<file path="src/hdl/temp_alert_regs.vh">
// constants for the temperature limit and rise-rate alert block
`ifndef TEMP_ALERT_REGS_VH
`define TEMP_ALERT_REGS_VH
`define TEMP_WIDTH 14
`define MODE_CONTINUOUS 2'h0
`define MODE_ONE_SHOT 2'h1
`define MODE_SHUTDOWN 2'h2
`define ALERT_MODE_INTERRUPT 1'h0
`define ALERT_MODE_COMPARATOR 1'h1
`define FLAG_HIGH 0
`define FLAG_LOW 1
`define FLAG_RISE 2
`define FLAG_COUNT 3
`define FLAGS_RESET 3'h0
`define CONV_TIME_US 6000
`define CLK_MHZ 100
`define CONV_CYCLES (`CONV_TIME_US * `CLK_MHZ)
`define STARTUP_TIME_US 500
`define STARTUP_CYCLES (`STARTUP_TIME_US * `CLK_MHZ)
`endif

</file>
<file path="src/hdl/edge_sync.v">
// two-flop synchroniser with rising and falling edge detection
`timescale 1ns/1ps
module edge_sync (
    input wire core_clk,
    input wire reset,
    input wire async_in,
    output wire level,
    output wire rise,
    output wire fall
);
    reg stage1;
    reg stage2;
    reg stage3;
    always @(posedge core_clk) begin
        if (reset) begin
            stage1 <= 1'b0;
            stage2 <= 1'b0;
            stage3 <= 1'b0;
        end else begin
            stage1 <= async_in;
            stage2 <= stage1;
            stage3 <= stage2;
        end
    end
    assign level = stage2;
    assign rise = stage2 & ~stage3;
    assign fall = ~stage2 & stage3;
endmodule // edge_sync

</file>
<file path="src/hdl/temp_limit_slew_alert.v">
// temperature limit and rise-rate alert logic with conversion sequencing
// Function
// - a configuration bit enables or disables the limit warning.
// - when enabled, compare each completed result with lower and upper thresholds.
// - out-of-limit result sets its flag, which asserts alert if its flag_enable bit is set; latched or following depends on alert mode.
// - rise-rate threshold is a programmable unsigned magnitude.
// - each continuous conversion after the first compares increase over previous result; decreases never trigger.
// - increase above threshold sets the rise-rate warning flag.
// - rise rate is evaluated only in continuous conversion mode.
// - modes are continuous, one-shot and shutdown, chosen by configuration.
// - comparator mode asserts alert while any enabled flag is set.
// - in interrupt mode, reading the flags clears them and deasserts alert.
`timescale 1ns/1ps
`include "temp_alert_regs.vh"
module temp_limit_slew_alert #(
    parameter TW = `TEMP_WIDTH,
    parameter CONV_CYCLES = `CONV_CYCLES,
    parameter STARTUP_CYCLES = `STARTUP_CYCLES
) (
    input wire core_clk,
    input wire reset,
    input wire [1:0] conv_mode,
    input wire one_shot_start,
    input wire limit_enable,
    input wire alert_mode,
    input wire [`FLAG_COUNT-1:0] flag_enable,
    input wire signed [TW-1:0] lower_threshold,
    input wire signed [TW-1:0] upper_threshold,
    input wire [TW-1:0] rise_threshold,
    input wire signed [TW-1:0] sensor_sample,
    input wire flags_read_n,
    output reg signed [TW-1:0] temp_result,
    output reg [`FLAG_COUNT-1:0] event_flags,
    output reg [`FLAG_COUNT-1:0] status_level,
    output reg conversion_done,
    output reg converting,
    output reg link_ready,
    output wire alert_n
);
    localparam ST_IDLE = 2'h0;
    localparam ST_CONV = 2'h1;
    localparam ST_DONE = 2'h2;
    localparam CW = 32;

    reg [1:0] state;
    reg [1:0] next_state;
    // wide counters cover the real startup and conversion times at the core clock
    reg [CW-1:0] conv_count;
    reg [CW-1:0] start_count;
    reg conv_is_continuous;
    reg have_previous;
    reg signed [TW-1:0] previous_result;
    reg alert_mode_prev;

    wire read_pulse;
    wire flag_clear;
    wire [`FLAG_COUNT-1:0] next_flags;

    // the flags-read strobe comes from the link clock domain
    edge_sync read_sync (
        .core_clk(core_clk),
        .reset(reset),
        .async_in(~flags_read_n),
        .level(),
        .rise(read_pulse),
        .fall()
    );

    function out_high;
        input signed [TW-1:0] value;
        input signed [TW-1:0] limit;
        begin
            out_high = value > limit;
        end
    endfunction

    // finish marks the last conversion cycle; result and flags land on this edge
    wire finish = (state == ST_CONV) && (conv_count == CONV_CYCLES - 1);
    // one guard bit keeps the difference of two signed results from wrapping
    wire signed [TW:0] delta = {sensor_sample[TW-1], sensor_sample}
                             - {previous_result[TW-1], previous_result};
    // sign bit clear means increase; magnitude compared unsigned
    wire rise_hit = have_previous && conv_is_continuous && (conv_mode == `MODE_CONTINUOUS)
                  && !delta[TW] && (delta[TW-1:0] > rise_threshold);
    // no hysteresis: every result is judged against the limits on its own
    wire high_hit = limit_enable && out_high(sensor_sample, upper_threshold);
    wire low_hit = limit_enable && out_high(lower_threshold, sensor_sample);
    wire [`FLAG_COUNT-1:0] hits = {rise_hit, low_hit, high_hit};
    // switching from comparator to interrupt clears the flags
    wire to_interrupt = (alert_mode == `ALERT_MODE_INTERRUPT)
                      && (alert_mode_prev == `ALERT_MODE_COMPARATOR);

    // sequencing: startup hold-off, then continuous runs or one-shot requests
    always @* begin
        next_state = state;
        case (state)
            ST_IDLE: begin
                if (start_count == 0 && (conv_mode == `MODE_CONTINUOUS || one_shot_start))
                    next_state = ST_CONV;
            end
            ST_CONV: begin
                // shutdown drops a running continuous conversion; a one-shot runs to its end
                if (conv_mode == `MODE_SHUTDOWN && conv_is_continuous)
                    next_state = ST_IDLE;
                else if (finish)
                    next_state = ST_DONE;
            end
            ST_DONE: begin
                next_state = ST_IDLE;
            end
            default: begin
                next_state = ST_IDLE;
            end
        endcase
    end

    always @(posedge core_clk) begin
        if (reset) begin
            state <= ST_IDLE;
            conv_count <= 32'h0;
            start_count <= STARTUP_CYCLES;
            conv_is_continuous <= 1'b0;
            alert_mode_prev <= `ALERT_MODE_INTERRUPT;
            link_ready <= 1'b0;
            converting <= 1'b0;
        end else begin
            state <= next_state;
            alert_mode_prev <= alert_mode;
            // host must hold off the link until this counts out
            if (start_count != 0)
                start_count <= start_count - 32'h1;
            link_ready <= (start_count == 0);
            converting <= (next_state == ST_CONV);
            // holding one_shot_start in a non-continuous mode keeps restarting the count
            if (state != ST_CONV || (one_shot_start && conv_mode != `MODE_CONTINUOUS))
                conv_count <= 32'h0; // a new one-shot request restarts the conversion
            else
                conv_count <= conv_count + 32'h1;
            // the mode is frozen at the start so a later switch cannot fake a fixed interval
            if (state == ST_IDLE && next_state == ST_CONV)
                conv_is_continuous <= (conv_mode == `MODE_CONTINUOUS);
        end
    end

    // result capture; an aborted conversion never reaches finish, so no partial result lands
    always @(posedge core_clk) begin
        if (reset) begin
            temp_result <= {TW{1'b0}};
            status_level <= `FLAGS_RESET;
            conversion_done <= 1'b0;
        end else begin
            conversion_done <= finish;
            if (finish) begin
                temp_result <= sensor_sample;
                status_level <= hits;
            end
        end
    end

    // the previous sample is trusted only across back-to-back continuous conversions
    always @(posedge core_clk) begin
        if (reset) begin
            previous_result <= {TW{1'b0}};
            have_previous <= 1'b0;
        end else if (finish) begin
            if (conv_is_continuous) begin
                previous_result <= sensor_sample;
                have_previous <= 1'b1;
            end else begin
                have_previous <= 1'b0;
            end
        end else if (conv_mode != `MODE_CONTINUOUS) begin
            // leaving continuous mode breaks the fixed interval
            have_previous <= 1'b0;
        end
    end

    // next value of one flag bit; a hit always wins over a clear in the same cycle
    function flag_update;
        input held;
        input hit;
        input done;
        input clear;
        input comparator;
        begin
            if (done && comparator)
                flag_update = hit; // follows each result
            else if (done)
                flag_update = hit | (held & ~clear); // latched
            else if (clear)
                flag_update = 1'b0;
            else
                flag_update = held;
        end
    endfunction

    // a read only clears in interrupt mode; comparator flags just follow the results
    assign flag_clear = to_interrupt
                      || (read_pulse && alert_mode == `ALERT_MODE_INTERRUPT);

    genvar fi;
    generate
        for (fi = 0; fi < `FLAG_COUNT; fi = fi + 1) begin : flag_bit
            assign next_flags[fi] = flag_update(event_flags[fi], hits[fi], finish, flag_clear,
                                                alert_mode == `ALERT_MODE_COMPARATOR);
        end
    endgenerate

    always @(posedge core_clk) begin
        if (reset)
            event_flags <= `FLAGS_RESET;
        else
            event_flags <= next_flags;
    end

    // alert is active low; any enabled flag drives it
    assign alert_n = ~|(event_flags & flag_enable);
endmodule // temp_limit_slew_alert

</file>
<file path="config.mk">
export PLATFORM = sky130hd
export DESIGN_NAME = temp_limit_slew_alert
export DESIGN_NICKNAME = d
export VERILOG_FILES = /design/src/hdl/edge_sync.v /design/src/hdl/temp_limit_slew_alert.v
export VERILOG_INCLUDE_DIRS = /design/src /design/src/hdl
export SDC_FILE = /design/constraint.sdc
export NUM_CORES = 1
export LEC_CHECK = 0
export BUFFER_PORTS_ARGS = -buffer_cell sky130_fd_sc_hd__buf_2
export CAP_MARGIN = 15
export CELL_PAD_IN_SITES_DETAIL_PLACEMENT = 1
export CELL_PAD_IN_SITES_GLOBAL_PLACEMENT = 2
export CORE_MARGIN = 1.5
export CORE_UTILIZATION = 34
export DETAILED_ROUTE_END_ITERATION = 6
export PLACE_DENSITY_LB_ADDON = 0.25
export SYNTH_ARGS = -nofsm -noshare
export SYNTH_HDL_FRONTEND = slang
export SYNTH_HIERARCHICAL = 1
export SYNTH_SLANG_ARGS = --single-unit
</file>
<file path="constraint.sdc">
create_clock -name core_clk -period 3.55 [get_ports core_clk]
set_clock_uncertainty 0.15 [all_clocks]
set_input_delay 0 -clock core_clk [delete_from_list [all_inputs] [get_ports core_clk]]
set_output_delay 0 -clock core_clk [all_outputs]
set_load 0.005 [all_outputs]
</file>
After elaboration in Yosys (flattened, before gate mapping)
Index checks and enable logic that the tools add are counted.

storage, ports and cells
  bits in registers = 109
  output and inout port bits = 24
  logic and storage cells = 82

operators by class
  add/subtract/negate cells = 3
  $lt $le $gt $ge = 3
  equal/unequal tests = 5
  multiplexer cells = 14
  bitwise operators = 12
  reduce and logical (&&, ||, !) cells = 29

operators with widths
  cell                                                    number
  greater-than comparator 14 bit                          3
  adder 32 x 1 -> 32 bit (second input constant)          1
  equality test 32 x 20 -> 1 bit (second input constant)  1
  zero test 32 bit                                        1
  nonzero test 32 bit                                     1
  subtractor 32 x 1 -> 32 bit (second input constant)     1
  subtractor 14 x 14 -> 15 bit                            1
  logical AND 1 bit                                       14
  2-to-1 mux 1 bit                                        10
  2-to-1 mux 2 bit                                        3
  bitwise AND 1 bit                                       4
  equality test 2 x 1 -> 1 bit (second input constant)    2
  zero test 2 bit                                         2
  inverter 1 bit                                          4
  case mux 2 bit (2 select lines)                         1
  nonzero test 2 bit                                      2
  bitwise AND 3 bit                                       1
  logical OR 1 bit                                        3
  OR 1 bit                                                3
  nonzero test 3 bit                                      1
  OR reduction 3 bit                                      1
  equality test 2 bit (second input constant)             1
  zero test 1 bit                                         2
  != test 2 x 1 -> 1 bit (second input constant)          1
  other kinds (2)                                         2

Longest topological paths before layout
Gate-level depths: netlist of the first run.

  depth after elaboration = 9
  depth in mapped cells = 16

By module
The synthesis of the first run kept the hierarchy.

by module, submodules not included
  module                 instances  cells each  area each (um^2)  sequential area each (um^2)
  temp_limit_slew_alert  1          774         6228.5            2122.0
  edge_sync              1          8           91.3              60.1

Least setup slack after synthesis of the first run
No wires, ideal clock.

  path kind = register to register
  start point = register previous_result[2]
  end point = register status_level[2]
  arrival = 2984 ps
  required time = 3339 ps
  setup slack = 355 ps
  stages on the path, launching flop included = 15
  path buffers = 0
  period minus slack after synthesis = 3195 ps
  cells stage by stage = dfxtp_1 > inv_1 > ha_1 > nor2b_1 > o31a_1 > o41ai_1 > o211ai_1 > a21oi_1 > xnor2_1 > ha_1 > nand4_1 > nor3_1 > a2111oi_0 > o211ai_1 > nand2_1

between the ends
  word-level cells in the longest chain between the ends = 4
  elaborated cells on any way between the ends = 5
  those cells by class = 1 x add/sub; 1 x order compare; 3 x reduce/logical

RTL lines
  element                                                                                 line                         RTL
  start: declaration                                                                      temp_limit_slew_alert.v:52   reg signed [TW-1:0] previous_result;
  start signal: assignment                                                                temp_limit_slew_alert.v:163  previous_result <= {TW{1'b0}};
  start signal: assignment                                                                temp_limit_slew_alert.v:167  previous_result <= sensor_sample;
  subtractor 14 x 14 -> 15 bit *                                                          temp_limit_slew_alert.v:81   - {previous_result[TW-1], previous_result};
  parallel branches: the longest is 2 deep, another holds greater-than comparator 14 bit  n/a
  logical AND 1 bit *                                                                     temp_limit_slew_alert.v:83   wire rise_hit = have_previous && conv_is_continuous && (conv_mode == `MODE_CONTINUOUS)
  end signal: assignment                                                                  temp_limit_slew_alert.v:149  status_level <= `FLAGS_RESET;
  end signal: assignment                                                                  temp_limit_slew_alert.v:155  status_level <= hits;
  end: declaration                                                                        temp_limit_slew_alert.v:34   output reg [`FLAG_COUNT-1:0] status_level,

Every way passes the cells marked *.
A chain may end at the register's enable or synchronous reset.

Worst setup path in the final report of the first run
  start point = input sensor_sample[0]
  end point = register status_level[2]

between the ends
  word-level cells in the longest chain between the ends = 4
  elaborated cells on any way between the ends = 5
  those cells by class = 1 x add/sub; 1 x order compare; 3 x reduce/logical

RTL lines
  element                                                                                 line                        RTL
  start: declaration                                                                      temp_limit_slew_alert.v:30  input wire signed [TW-1:0] sensor_sample,
  subtractor 14 x 14 -> 15 bit *                                                          temp_limit_slew_alert.v:81
  parallel branches: the longest is 2 deep, another holds greater-than comparator 14 bit  n/a
  logical AND 1 bit *                                                                     temp_limit_slew_alert.v:83

Marked as above.

==> results.cfg, run 1 <==
[detailed_routing]
dr.pass1.iters = 6
ant_nets = 0
viasPerCell = 5.163
drt-total-wl_mm = 18.64
drc = 7
num_vias = 5819
wl_per_cell_um = 16.54
first_iter_violations = 121

[floorplan]
initial_core_util = 0.3491
io_pins = 91
die_y_um = 139.3
placeableCoreArea_sq_um = 18090
die_w_um = 139.3
rows = 49
die_area_sq_um = 19400

[layout]
multi_input_area_sq_um = 3824
area_delta_synth_final_pct = 20.15
antenna-diode-count = 0
drive_above_1_share = 0.1526
fin_nets = 1019
seqCellArea_sq_um = 2182
fillerInstances = 2188
layout.cells.non_filler = 1127

[timing]
hold_slack_ns = 0.03092
hold_viol_final = 0
fin_tns_setup_ns = 0
worst_pin_slew_ns = 0.8177
slew_headroom = 0.4519
finalMaxSlewViolations = 0
max_freq_mhz = 296.3
rsz0062_at_grt = false
fin_ws_ns = 0.1755
setup_viol = 0
period_share = 0.9506
fin_crit_ns = 3.374

[placement]
dp_hpwl_mm = 14.37
place_ws_ns = 0.1075
port_buffers = 90
placedCellCount = 1090
gp_congestion = 0.8345

[critical_path]
critPathMaxFanout = 4
end_kind = flip-flop
required_ns = 3.70
crit_type = in2reg
arrival_ns = 3.52
cp-start-kind = input port

[status]
status = finished, violations left
violations = DRC

[global_routing]
grt_max_degree = 41
overflow = 0
grt_first_pass_wirelength_mm = 30.97
grt_util_all_layers = 0.1979
first_global_vias = 6191
antenna_found_initial = 0

[power_and_ir_drop]
p_total_w = 0.002642
ir_drop_mv = 0.2165
cellLeakagePower_nw = 3.064
power_density_nw_per_um2 = 348.2

[cts]
post-cts-setup-buffers = 0
clkTransAtPathRegs_ns = 0.08
insertion_delay_ns = 0.36
clockBufferDepth = 2
cts_made_buffers = 9
htree_num_levels = 3
cts_tree = built
clock-root-buffer = clkbuf_16
cts_sinks = 109

[synthesis]
synthesis.area_sq_um = 6314
syn_avg_cell_area_sq_um = 8.084
ys_warn_count = 6
synth_fp_nets = 907
syn_inst = 781

[min_path]
min_path_type = in2reg

[flow_run]
max-cap-violations = 0
layout make-up:
type,instances,share of cell area
clock buffer,11,0.03200
clock inverter,5,0.006927
inverter,70,0.03464
multi-input combinational,582,0.5040
sequential,109,0.2876
tap,229,0.03777
timing repair buffer,121,0.09698
metrics by stage:
| step | util | instance area [sq um] |
|---|---|---|
| final | 0.4194 | 7586 |
| after global routing | 0.4194 | 7586 |
| after CTS | 0.4181 | 7562 |
| after detailed placement | 0.3902 | 7057 |
| after global placement | 0.3902 | 7057 |
| after floorplan | - | 6314 |
report_power, final:
group	switching (W)	total (W)	internal [W]	leakage, nW
registers	0.0000183	0.00125	0.00124	0.880
clock network	0.000505	0.00102	0.000513	0.141
logic	0.000201	0.000368	0.000168	2.04
state kept, by name, indices dropped and copies added (netlist names), 2 cells and up:
register         flops
conv_count          32
start_count         32
previous_result     14
temp_result         14
event_flags          3
status_level         3
state                2
final timing paths:
check / startpoint / endpoint / slack, ns / cells after the start
worst min register to register: previous_result[3] / previous_result[3] / 0.31 / 2
worst min-delay path: reset / start_count[18] / 0.03 / 2
worst max register to register: previous_result[2] / status_level[2] / 0.21 / 16
worst max-delay path: sensor_sample[0] / status_level[2] / 0.18 / 19
layout by cell type (no fill, tap or decap), types with 21 or more instances in the layout:
master and n:
dfxtp_1 109, nand2_1 93, nor2_1 90, buf_2 90
inv_1 70, a21oi_1 61, ha_1 57, xnor2_1 37
nand3_1 31, xor2_1 30, dlygate4sd3_1 21
worst max-delay path, cell delays in order:
cell and delay (ns):
dlygate4sd3_1 0.53, buf_2 0.14, inv_1 0.07, ha_2 0.20
fa_2 0.35, nor2b_1 0.16, o31a_1 0.24, o41ai_2 0.08
buf_4 0.15, o211ai_1 0.19, a21oi_1 0.11, xnor2_1 0.14
ha_1 0.33, nand4_1 0.14, nor3_2 0.21, o31ai_1 0.12
o211ai_1 0.12, o211ai_1 0.15, nand2_1 0.09
per-layer routing:
layer,vias up,share of wire,track usage
met3,16,0.033,0.02959
met2,71,0.50,0.3603
met4,0,0.012,0.04423
met1,2824,0.46,0.2454
met5,-,0,0
li1,2908,-,-
what timing repair did:
item | in CTS | in global routing
hold buffers | 21 | 0
hold endpoints to repair | 38 | 0
gates resized for setup | 0 | 6
setup endpoints to repair | 0 | 2
No activity file was read; power rests on OpenSTA's default activity.
==> run 2, diff against run 1 <==
--- a/config.mk
+++ b/config.mk
@@ -6,12 +6,13 @@
 export SDC_FILE = /design/constraint.sdc
 export NUM_CORES = 1
 export LEC_CHECK = 0
+export ABC_AREA = 1
 export BUFFER_PORTS_ARGS = -buffer_cell sky130_fd_sc_hd__buf_2
 export CAP_MARGIN = 15
 export CELL_PAD_IN_SITES_DETAIL_PLACEMENT = 1
 export CELL_PAD_IN_SITES_GLOBAL_PLACEMENT = 2
 export CORE_MARGIN = 1.5
-export CORE_UTILIZATION = 34
+export CORE_UTILIZATION = 35
 export DETAILED_ROUTE_END_ITERATION = 6
 export PLACE_DENSITY_LB_ADDON = 0.25
 export SYNTH_ARGS = -nofsm -noshare
==> constraint.sdc (replaced) <==
create_clock -name core_clk -period 4.3 [get_ports core_clk]
set_clock_uncertainty 0.15 [all_clocks]
set_input_delay 0 -clock core_clk [delete_from_list [all_inputs] [get_ports core_clk]]
set_output_delay 0 -clock core_clk [all_outputs]
set_load 0.005 [all_outputs]
==> results.cfg, run 2 <==
[critical_path]
end_kind = flip-flop
arrival_ns = 3.25
crit_type = in2reg
cp-start-kind = input port
required_ns = 4.41
critPathMaxFanout = 4

[power_and_ir_drop]
clkPwrFrac = 0.396
cellLeakagePower_nw = 3.903
cellInternalPower_w = 0.001602
seq_power_share = 0.464
p_sw_w = 0.0006164
switching_share = 0.2778
combPwrFrac = 0.140
power_density_nw_per_um2 = 261.5
ir_drop_mv = 0.2069

[global_routing]
grt_max_degree = 63
grt_util_all_layers = 0.2136
antenna_found_initial = 0
overflow = 0
first_global_vias = 7297
grt_first_pass_wirelength_mm = 36.85

[layout]
reg_top3 = conv_count: 32 flops, start_count: 32 flops
layout_common_cells = 256 x nand2_1, 170 x inv_1, 142 x nor2_1
fillerInstances = 2718
layout_commonest_cell = nand2_1
fin_nets = 1333
antenna-diode-count = 0
area_delta_synth_final_pct = 16.91
layout.cells.non_filler = 1482
drive_above_1_share = 0.1081

[timing]
fin_tns_setup_ns = 0
slew_headroom = 0.4146
worst_pin_slew_ns = 0.8727
fin_crit_ns = 3.145
rsz0062_at_grt = false
period_share = 0.7315
max_freq_mhz = 317.9
hold_viol_final = 0
setup_viol = 0
finalMaxSlewViolations = 0

[detailed_routing]
dr.pass1.iters = 4
ant_nets = 0
first_iter_violations = 219
wl_per_cell_um = 15.12
num_vias = 7151
drt-total-wl_mm = 22.40
drc = 0
viasPerCell = 4.825

[cts]
cts_made_buffers = 9
htree_num_levels = 3
clock-root-buffer = clkbuf_16
clockBufferDepth = 2
post-cts-setup-buffers = 0
cts.repair.resized = 0
cts_tree = built
insertion_delay_ns = 0.36
cts_sinks = 109
ctsHoldBuffers = 21
clkTransAtPathRegs_ns = 0.08

[status]
status = finished clean

[placement]
port_buffers = 90
dp_hpwl_mm = 17.68
gp_congestion = 0.8172
placedCellCount = 1445

[min_path]
min_path_type = in2reg

[floorplan]
die_w_um = 147.0
initial_core_util = 0.3576
rows = 52
placeableCoreArea_sq_um = 20300
die_y_um = 147.0
io_pins = 91
die_area_sq_um = 21610

[synthesis]
synthesis.area_sq_um = 7258
ys_warn_count = 6
syn_inst = 1103
synth_fp_nets = 1229
syn_avg_cell_area_sq_um = 6.580

[flow_run]
max-cap-violations = 0
## run 2: per-stage QoR
step	total power, W	hold WS, ns	setup WS [ns]	utilization	cell area, sq um
2_1_floorplan	0.001247	-0.09455	1.624	-	7258
3_3_place_gp	0.001347	0.07736	1.261	0.3929	7975
3_5_place_dp	0.001353	0.07613	1.174	0.3929	7975
4_1_cts	0.002246	0.01874	1.112	0.4180	8486
5_1_grt	0.002331	0.06576	0.8492	0.4180	8486
6_report	0.002219	0.02341	1.155	0.4180	8486
## run 2: per-layer routing
metal  routed length, um  vias up  track usage  part of all wire
met1               10680     3298       0.2796              0.48
li1                    -     3741            -                 -
met3                 579       24      0.02702             0.026
met2               10740       88       0.3686              0.48
met4                 402        0      0.06000             0.018
met5                   0        -            0                 0
## run 2: power by group through the flow
stage | combinational, W | sequential (W) | clock [W]
floorplan | 0.000196 | 0.00105 | 0
global placement | 0.000294 | 0.00105 | 0
detailed placement | 0.000300 | 0.00105 | 0
CTS | 0.000316 | 0.00103 | 0.000900
global route | 0.000360 | 0.00103 | 0.000939
finish | 0.000310 | 0.00103 | 0.000878
## run 2: worst paths after layout
kind | startpoint | to | slack (ns) | cells past startpoint
setup / recovery | sensor_sample[0] | event_flags[2] | 1.15 | 19
hold / removal | one_shot_start | state[0] | 0.02 | 5
setup reg to reg | previous_result[2] | event_flags[2] | 1.19 | 19
hold reg to reg | read_sync/stage1 | read_sync/level | 0.27 | 2
## run 2: final cells by class
class	instances	area, sq um	share of cell area
multi-input combinational	801	4334	0.5108
sequential	109	2182	0.2572
clock buffer	10	229.0	0.02698
timing repair buffer	114	683.2	0.08051
clock inverter	6	71.32	0.008405
inverter	172	648.1	0.07638
tap	270	337.8	0.03981
## run 2: worst max-delay path: stages
cell and delay [ns]:
dlygate4sd3_1 0.52, buf_2 0.15, inv_1 0.07, ha_1 0.21, fa_1 0.44, o21bai_1 0.29, a21oi_1 0.16, o21ai_0 0.22
xor2_1 0.10, ha_1 0.28, nand2_1 0.04, nor2_1 0.12, nand2_1 0.11, o21ai_0 0.18, a21oi_1 0.06, nand3_1 0.14
nand2_1 0.07, nand2_1 0.06, nand2_1 0.05
